$ cat config.mk
export PLATFORM = sky130hd
export DESIGN_NAME = xba_arbiter
export DESIGN_NICKNAME = d
export VERILOG_FILES = /design/src/inc/xba_pkg.sv /design/src/rtl/xba_arbiter.sv /design/src/rtl/xba_scan_arb.sv
export SDC_FILE = /design/constraint.sdc
export NUM_CORES = 1
export LEC_CHECK = 0
export BUFFER_PORTS_ARGS = -buffer_cell sky130_fd_sc_hd__buf_2
export CAP_MARGIN = 20
export CORE_MARGIN = 5
export CORE_UTILIZATION = 40
export CTS_BUF_LIST = sky130_fd_sc_hd__clkbuf_16
export DETAILED_ROUTE_END_ITERATION = 16
export SETUP_SLACK_MARGIN = 0.02
export SLEW_MARGIN = 25
export SYNTH_ARGS = -nofsm -noshare
export SYNTH_HDL_FRONTEND = slang
export SYNTH_HIERARCHICAL = 1
export SYNTH_SLANG_ARGS = --single-unit
$ cat constraint.sdc
create_clock -name clk_i -period 3.2 [get_ports clk_i]
set_input_delay 0.32 -clock clk_i [delete_from_list [all_inputs] [get_ports clk_i]]
set_output_delay 0.32 -clock clk_i [all_outputs]
set_load 0.02 [all_outputs]
$ cat src/inc/xba_pkg.sv
// Purpose: Shared constants and types for the exchange bus arbiter and sequencer
// Assumes: One 25 MHz clock; asynchronous active-high reset
// Notes:   Timing counts derive from nanosecond figures and the clock period
package xba_pkg;

  // ----------------------------------------
  // Tree shape
  // ----------------------------------------
  localparam int NUM_PORTS      = 24;
  localparam int PORTS_PER_MOD  = 4;
  localparam int NUM_PORT_MODS  = 6;
  localparam int MODS_PER_GROUP = 3;
  localparam int NUM_GROUPS     = 2;

  // ----------------------------------------
  // Timing
  // ----------------------------------------
  localparam int CLK_PERIOD_NS    = 40;
  localparam int CYCLE_TIMEOUT_NS = 10000;
  localparam int TIMEOUT_CYC      = CYCLE_TIMEOUT_NS / CLK_PERIOD_NS;
  localparam int TIMER_W          = 16;

  // ----------------------------------------
  // State types
  // ----------------------------------------
  typedef enum logic [1:0] {
    XBA_SCAN,
    XBA_HELD,
    XBA_GRANT
  } xba_arb_st_t;

  typedef enum logic [2:0] {
    XBA_IDLE,
    XBA_TIMING,
    XBA_RELEASE,
    XBA_BUSY,
    XBA_ACK_HI,
    XBA_ACK_LO
  } xba_seq_st_t;

endpackage : xba_pkg

$ cat src/rtl/xba_arbiter.sv
// Purpose: Exchange bus arbiter tree plus bus cycle sequencer and cycle timer
// Assumes: Port lines synchronous to clk_i; acknowledge is a shared wired line
// Notes:   Port grants are registered, so grants reach ports one cycle after decode
`timescale 1ns/1ps
module xba_arbiter
  import xba_pkg::*;
#(
  parameter int TIMEOUT_CYCLES = TIMEOUT_CYC
) (
  input  wire logic                 clk_i,              // Clock, 25 MHz
  input  wire logic                 rst_i,              // Async reset, active high
  input  wire logic [NUM_PORTS-1:0] port_bus_request_i, // Per-port bus requests
  output logic      [NUM_PORTS-1:0] port_bus_grant_o,   // Per-port bus grants
  input  wire logic                 cycle_active_i,     // Cycle-active line
  input  wire logic                 receiver_engage_i,  // Receiver-engage line
  input  wire logic                 cycle_ack_i,        // Acknowledge line level
  output logic                      cycle_ack_o,        // Acknowledge drive value
  output logic                      cycle_ack_oe_o,     // Acknowledge drive enable
  output logic                      granted_o,          // Grant-issued line
  output logic                      grant_output_en_o,  // Grant output enable
  output logic                      release_queue_o,    // Release and queue
  output logic                      timer_run_o,        // Cycle timer running
  output logic                      timeout_o           // Cycle timer expired
);

  // ----------------------------------------
  // State
  // ----------------------------------------
  typedef struct packed {
    xba_seq_st_t          st;
    logic [TIMER_W-1:0]   tmr;
    logic                 tmo;
    logic [NUM_PORTS-1:0] grant;
    logic                 granted;
    logic                 grant_output_enable;
    logic                 release_q;
    logic                 run;
    logic                 ack;
    logic                 ack_oe;
  } xba_seq_state_t;

  xba_seq_state_t s_q;
  xba_seq_state_t s_d;

  logic [NUM_PORTS-1:0]     port_grant_c;
  logic [NUM_PORT_MODS-1:0] port_level_request;
  logic [NUM_PORT_MODS-1:0] port_level_grant;
  logic [NUM_GROUPS-1:0]    group_level_request;
  logic [NUM_GROUPS-1:0]    group_level_grant;
  logic                     cycle_idle;

  // ----------------------------------------
  // Arbitration tree
  // ----------------------------------------
  // Port modules, four ports each, under enable
  for (genvar m = 0; m < NUM_PORT_MODS; m++) begin : g_port
    xba_scan_arb #(
      .N (PORTS_PER_MOD)
    ) u_port (
      .clk_i      (clk_i),
      .rst_i      (rst_i),
      .req_i      (port_bus_request_i[m*PORTS_PER_MOD +: PORTS_PER_MOD]),
      .up_grant_i (port_level_grant[m]),
      .en_i       (s_q.grant_output_enable),
      .release_i  (s_q.release_q),
      .fwd_req_o  (port_level_request[m]),
      .grant_o    (port_grant_c[m*PORTS_PER_MOD +: PORTS_PER_MOD])
    );
  end

  // Group modules, three port modules each
  for (genvar g = 0; g < NUM_GROUPS; g++) begin : g_group
    xba_scan_arb #(
      .N (MODS_PER_GROUP)
    ) u_group (
      .clk_i      (clk_i),
      .rst_i      (rst_i),
      .req_i      (port_level_request[g*MODS_PER_GROUP +: MODS_PER_GROUP]),
      .up_grant_i (group_level_grant[g]),
      .en_i       (1'b1),
      .release_i  (s_q.release_q),
      .fwd_req_o  (group_level_request[g]),
      .grant_o    (port_level_grant[g*MODS_PER_GROUP +: MODS_PER_GROUP])
    );
  end

  // Master module over both groups
  xba_scan_arb #(
    .N (NUM_GROUPS)
  ) u_master (
    .clk_i      (clk_i),
    .rst_i      (rst_i),
    .req_i      (group_level_request),
    .up_grant_i (1'b1),
    .en_i       (1'b1),
    .release_i  (s_q.release_q),
    .fwd_req_o  (),
    .grant_o    (group_level_grant)
  );

  // ----------------------------------------
  // Cycle sequencer and timer
  // ----------------------------------------
  // All three control lines quiet means the cycle is over
  assign cycle_idle = !cycle_active_i && !receiver_engage_i && !cycle_ack_i;

  always_comb begin
    s_d = s_q;
    // Grants captured into flops; grant-issued follows the same edge
    s_d.grant   = port_grant_c;
    s_d.granted = |port_grant_c;
    // Timer counts only while run is high, cleared otherwise
    if (s_q.run) begin
      if (s_q.tmr != TIMER_W'(TIMEOUT_CYCLES - 1)) begin
        s_d.tmr = s_q.tmr + 1'b1;
      end
    end else begin
      s_d.tmr = '0;
    end
    s_d.tmo = s_q.run && (s_q.tmr == TIMER_W'(TIMEOUT_CYCLES - 1));
    case (s_q.st)
      XBA_IDLE: begin
        if (s_q.granted) begin
          s_d.st = XBA_TIMING;
        end
      end
      XBA_TIMING: begin
        if (cycle_active_i || s_q.tmo) begin
          s_d.st = XBA_RELEASE;
        end
      end
      XBA_RELEASE: begin
        if (!s_q.granted) begin
          s_d.st = XBA_BUSY;
        end
      end
      XBA_BUSY: begin
        if (s_q.tmo) begin
          s_d.st = XBA_ACK_HI;
        end else if (cycle_idle) begin
          s_d.st = XBA_IDLE;
        end
      end
      XBA_ACK_HI: begin
        if (!cycle_active_i) begin
          s_d.st = XBA_ACK_LO; // Transmitter closed its side
        end
      end
      XBA_ACK_LO: begin
        s_d.st = XBA_IDLE;
      end
      default: s_d.st = XBA_IDLE;
    endcase
    // Control lines follow the next state
    s_d.grant_output_enable     = (s_d.st == XBA_IDLE) || (s_d.st == XBA_TIMING) ||
                    (s_d.st == XBA_RELEASE);
    s_d.release_q = (s_d.st == XBA_RELEASE);
    s_d.run       = (s_d.st == XBA_TIMING) || (s_d.st == XBA_RELEASE) ||
                    (s_d.st == XBA_BUSY);
    s_d.ack       = (s_d.st == XBA_ACK_HI);
    s_d.ack_oe    = (s_d.st == XBA_ACK_HI) || (s_d.st == XBA_ACK_LO);
  end

  always_ff @(posedge clk_i or posedge rst_i) begin
    if (rst_i) begin
      s_q <= '{st: XBA_IDLE, tmr: '0, tmo: 1'b0, grant: '0, granted: 1'b0,
               grant_output_enable: 1'b1, release_q: 1'b0, run: 1'b0, ack: 1'b0, ack_oe: 1'b0};
    end else begin
      s_q <= s_d;
    end
  end

  // ----------------------------------------
  // Outputs
  // ----------------------------------------
  assign port_bus_grant_o  = s_q.grant;
  assign granted_o         = s_q.granted;
  assign grant_output_en_o = s_q.grant_output_enable;
  assign release_queue_o   = s_q.release_q;
  assign timer_run_o       = s_q.run;
  assign timeout_o         = s_q.tmo;
  assign cycle_ack_o       = s_q.ack;
  assign cycle_ack_oe_o    = s_q.ack_oe;

  // ----------------------------------------
  // Checks
  // ----------------------------------------
  chk_idle_lines: assert property (
    @(posedge clk_i) disable iff (rst_i)
    (s_q.st == XBA_IDLE) |-> (s_q.grant_output_enable && !s_q.release_q && !s_q.run))
    else $error("idle bus lines wrong");

  chk_grant_starts: assert property (
    @(posedge clk_i) disable iff (rst_i)
    (s_q.st == XBA_IDLE && s_q.granted) |=> (s_q.st == XBA_TIMING && s_q.run && !s_q.release_q))
    else $error("timer not started on grant issued");

  chk_ca_release: assert property (
    @(posedge clk_i) disable iff (rst_i)
    (s_q.st == XBA_TIMING && cycle_active_i) |=> s_q.release_q)
    else $error("release not raised on cycle active");

  chk_release_drop: assert property (
    @(posedge clk_i) disable iff (rst_i)
    (s_q.release_q && !s_q.granted) |=> (!s_q.release_q && !s_q.grant_output_enable))
    else $error("release or enable not dropped");

  chk_cycle_done: assert property (
    @(posedge clk_i) disable iff (rst_i)
    (s_q.st == XBA_BUSY && !s_q.tmo && cycle_idle) |=> (s_q.grant_output_enable && !s_q.run) ##1 (s_q.tmr == '0))
    else $error("completion did not reset timer and enable");

  chk_timeout_ack: assert property (
    @(posedge clk_i) disable iff (rst_i)
    (s_q.st == XBA_BUSY && s_q.tmo) |=> (cycle_ack_oe_o && cycle_ack_o && !s_q.grant_output_enable))
    else $error("timeout did not drive acknowledge");

  chk_one_grant: assert property (
    @(posedge clk_i) disable iff (rst_i)
    $onehot0(s_q.grant))
    else $error("more than one port granted");

  chk_grant_enable: assert property (
    @(posedge clk_i) disable iff (rst_i)
    $rose(|s_q.grant) |-> $past(s_q.grant_output_enable))
    else $error("grant issued while enable low");

  chk_granted_line: assert property (
    @(posedge clk_i) disable iff (rst_i)
    s_q.granted == (|s_q.grant))
    else $error("grant issued line disagrees with grants");

  chk_timer_expiry: assert property (
    @(posedge clk_i) disable iff (rst_i)
    (s_q.run && s_q.tmr == TIMER_W'(TIMEOUT_CYCLES - 1)) |=> (s_q.tmo || !s_q.run))
    else $error("timer expiry not reported");

endmodule : xba_arbiter

$ cat src/rtl/xba_scan_arb.sv
// Purpose: One arbiter module of the tree: scans, latches, forwards, grants
// Assumes: Requests synchronous to clk_i
// Notes:   Forwarded request is combinational so requests climb without delay
`timescale 1ns/1ps
module xba_scan_arb
  import xba_pkg::*;
#(
  parameter int N = 4
) (
  input  wire logic         clk_i,      // Clock
  input  wire logic         rst_i,      // Async reset, active high
  input  wire logic [N-1:0] req_i,      // Request lines scanned
  input  wire logic         up_grant_i, // Grant from the level above
  input  wire logic         en_i,       // Grant output enable
  input  wire logic         release_i,  // Release and queue
  output logic              fwd_req_o,  // Request to the level above
  output logic      [N-1:0] grant_o     // Grant lines out
);

  localparam int PW = (N > 1) ? $clog2(N) : 1;

  typedef struct packed {
    xba_arb_st_t   st;
    logic [PW-1:0] ptr;
  } xba_arb_state_t;

  xba_arb_state_t s_q;
  xba_arb_state_t s_d;

  // ----------------------------------------
  // Forwarding and grant decode
  // ----------------------------------------
  // Any active request goes straight up, scanner or not
  assign fwd_req_o = |req_i;

  always_comb begin
    grant_o = '0;
    if (s_q.st == XBA_GRANT && up_grant_i && en_i) begin
      grant_o[s_q.ptr] = 1'b1;
    end
  end

  // ----------------------------------------
  // Scanner state
  // ----------------------------------------
  // Sequential scan; first active line found stops the scan
  always_comb begin
    s_d = s_q;
    case (s_q.st)
      XBA_SCAN: begin
        if (req_i[s_q.ptr]) begin
          s_d.st = XBA_HELD;
        end else if (s_q.ptr == PW'(N - 1)) begin
          s_d.ptr = '0;
        end else begin
          s_d.ptr = s_q.ptr + 1'b1;
        end
      end
      XBA_HELD: begin
        if (!req_i[s_q.ptr]) begin
          s_d.st = XBA_SCAN; // Requester withdrew before being served
        end else if (up_grant_i) begin
          s_d.st = XBA_GRANT;
        end
      end
      XBA_GRANT: begin
        if (release_i) begin
          s_d.st  = XBA_SCAN;
          s_d.ptr = (s_q.ptr == PW'(N - 1)) ? '0 : s_q.ptr + 1'b1;
        end
      end
      default: s_d.st = XBA_SCAN;
    endcase
  end

  always_ff @(posedge clk_i or posedge rst_i) begin
    if (rst_i) begin
      s_q <= '{st: XBA_SCAN, ptr: '0};
    end else begin
      s_q <= s_d;
    end
  end

  // ----------------------------------------
  // Checks
  // ----------------------------------------
  chk_grant_needs_up: assert property (
    @(posedge clk_i) disable iff (rst_i)
    (|grant_o) |-> (up_grant_i && en_i && $onehot(grant_o)))
    else $error("grant out without upper grant or enable");

  chk_hold_until_release: assert property (
    @(posedge clk_i) disable iff (rst_i)
    (s_q.st == XBA_GRANT && !release_i) |=> (s_q.st == XBA_GRANT && $stable(s_q.ptr)))
    else $error("granting state left without release");

endmodule : xba_scan_arb

==> impl_metrics.yaml <==
run_status:
  run_status: "completed"
hold_path:
  hold_class: "input port to flip-flop"
finish:
  n_antenna_cell: 0
  final_util_pct: 45.1
  drive_gt1_share_pct: 19.7
  nets: 573
  final_area_mm2: 0.00542
  area_growth_pct: 10.2
  instances_no_fill: 670
die:
  start_util_pct: 40.9
  die_area_mm2: 0.0146
  core_area_mm2: 0.0120
  fp-row-count: 40
  die_y_um: 121
  die_w_um: 121
  io_pins: 60
power_and_ir_drop:
  max-vdd-ir-drop_uv: 237
  p_sw_share_pct: 34.6
  p_clk_share_pct: 27.8
  p_switching_mw: 1.24
  p_int_mw: 2.34
  total_power_mw: 3.58
  p_seq_share_pct: 43.2
  p_leak_nw: 2.52
  p_comb_share_pct: 29.0
  power_density_mw_per_mm2: 661
cts:
  path_clk_slew_ns: 0.06
  cts_setup_buffers: 0
  cts-root-buf: "clkbuf_16"
  worstSkewPairLatency_ns: 0.33
  cts_tree: "done"
  clockBufferDepth: 2
  cts_resized: 0
  clock_sinks: 85
  holdBufCountCts: 1
  htreeDepth: 3
  cts_buffers: 9
critical_path:
  critical_path.max_fanout: 6
  crit_path_end_kind: "flip-flop"
  startpoint_type: "flip-flop"
  arrival_ns: 2.68
  required_ns: 3.47
  critPathKind: "flip-flop to flip-flop"
flow_run:
  maxCapViolations: 0
timing:
  tightest_slew_ns: 0.859
  whs_ns: 0.378
  finClkSkew_ns: 0.00576
  slew_violations: 0
  setup_viol: 0
  rsz0062_at_grt: "false"
  fmax_mhz: 415
  finalSetupTns_ns: 0
  slew_headroom_pct: 42.7
  post-route-period-util_pct: 75.3
  postLayoutSetupSlackWorst_ns: 0.790
  finalHoldViolCount: 0
  fin_crit_ns: 2.41
drt:
  vias: 3501
  drc: 0
  detail_route.wirelength_um: 9920
  wire_per_inst_um: 14.8
  firstDrtPassIters: 4
  detail-route-antenna-nets: 0
  drt_iter0_markers: 170
  viasPerCell: 5.23
placement:
  hpwlAfterDp_um: 7610
  portBuffers: 59
  placed_cells: 653
  pre_cts_ws_ns: 0.822
  routabilityCongestion: 0.797
  dpl-instance-area_mm2: 0.00512
synthesis:
  avgSynthCellArea_um2: 10.3
  yosysWarnings: 6
  synth_area_mm2: 0.00492
  synthCells: 479
global_routing:
  track_usage_pct: 14.3
  grt_first_pass_wirelength_um: 16500
  grt_max_degree: 51
  antenna_found_initial: 0
  gr-total-overflow: 0
  grt_pass1_vias: 3429
cell type report:
type,count,area (um2)
Fill cell,1142,6600
Multi-Input combinational cell,325,2370
Sequential cell,85,2130
Timing Repair Buffer,60,305
Clock buffer,9,225
Tap cell,147,184
Inverter,37,140
Clock inverter,7,58.8
cell usage in the layout, fill, tap and decap left out, types with 14 or more instances in the layout:
master / count
ha_1: 26
nand2_1: 31
and2_1: 26
a21oi_1: 19
nor4_1: 14
nor2_1: 24
mux2i_1: 17
dfrtp_1: 84
o211ai_1: 14
inv_1: 32
buf_2: 59
nor2b_1: 19
layer usage:
metal	vias up	wire (um)	track usage (%)
li1	1757	-	-
met3	12	242	3.26
met5	-	0	0
met4	0	182	5.45
met2	38	5020	24.2
met1	1694	4470	17.6
path summary, 6_finish.rpt:
kind                                          from                 endpoint  slack, ns  cells past startpoint
max                                u_master/s_q[1]                granted_o       0.79                      9
min in group asynchronous                    rst_i          u_master/s_q[1]       0.54                      3
min                         port_bus_request_i[15]  g_port[3].u_port/s_q[1]       0.38                      4
max reg2reg                        u_master/s_q[1]                granted_o       0.79                      9
min reg2reg                g_port[4].u_port/s_q[2]  g_port[4].u_port/s_q[2]       0.52                      1
max in group asynchronous                    rst_i      port_bus_grant_o[7]       1.88                      3
worst max-delay path, cell delays in order, from the launching register on:
cell and delay, ns:
dfrtp_1 0.43, nand4b_1 0.22, nor2_1 0.22, nand3_1 0.17
nor4b_1 0.47, and4_1 0.33, and2_1 0.16, nor4_1 0.05
and4_1 0.23, nand3_1 0.08
power groups by stage:
stage | registers (mW) | logic, mW | clock network [mW]
final | 1.55 | 1.04 | 0.995
after global routing | 1.59 | 1.19 | 1.07
after CTS | 1.55 | 1.05 | 1.03
after detailed placement | 1.56 | 1.04 | 0
after global placement | 1.55 | 1.02 | 0
after floorplan | 1.44 | 0.951 | 0
flip-flops by register name, indices dropped and copies added, names as in the netlist:
signal / count
g_port.u_port/s_q: 24
port_bus_grant_o: 24
s_q: 19
g_group.u_group/s_q: 8
u_master/s_q: 3
cycle_ack_o: 1
cycle_ack_oe_o: 1
grant_output_en_o: 1
granted_o: 1
release_queue_o: 1
timeout_o: 1
timer_run_o: 1
Power figures use the tool's default switching activity.
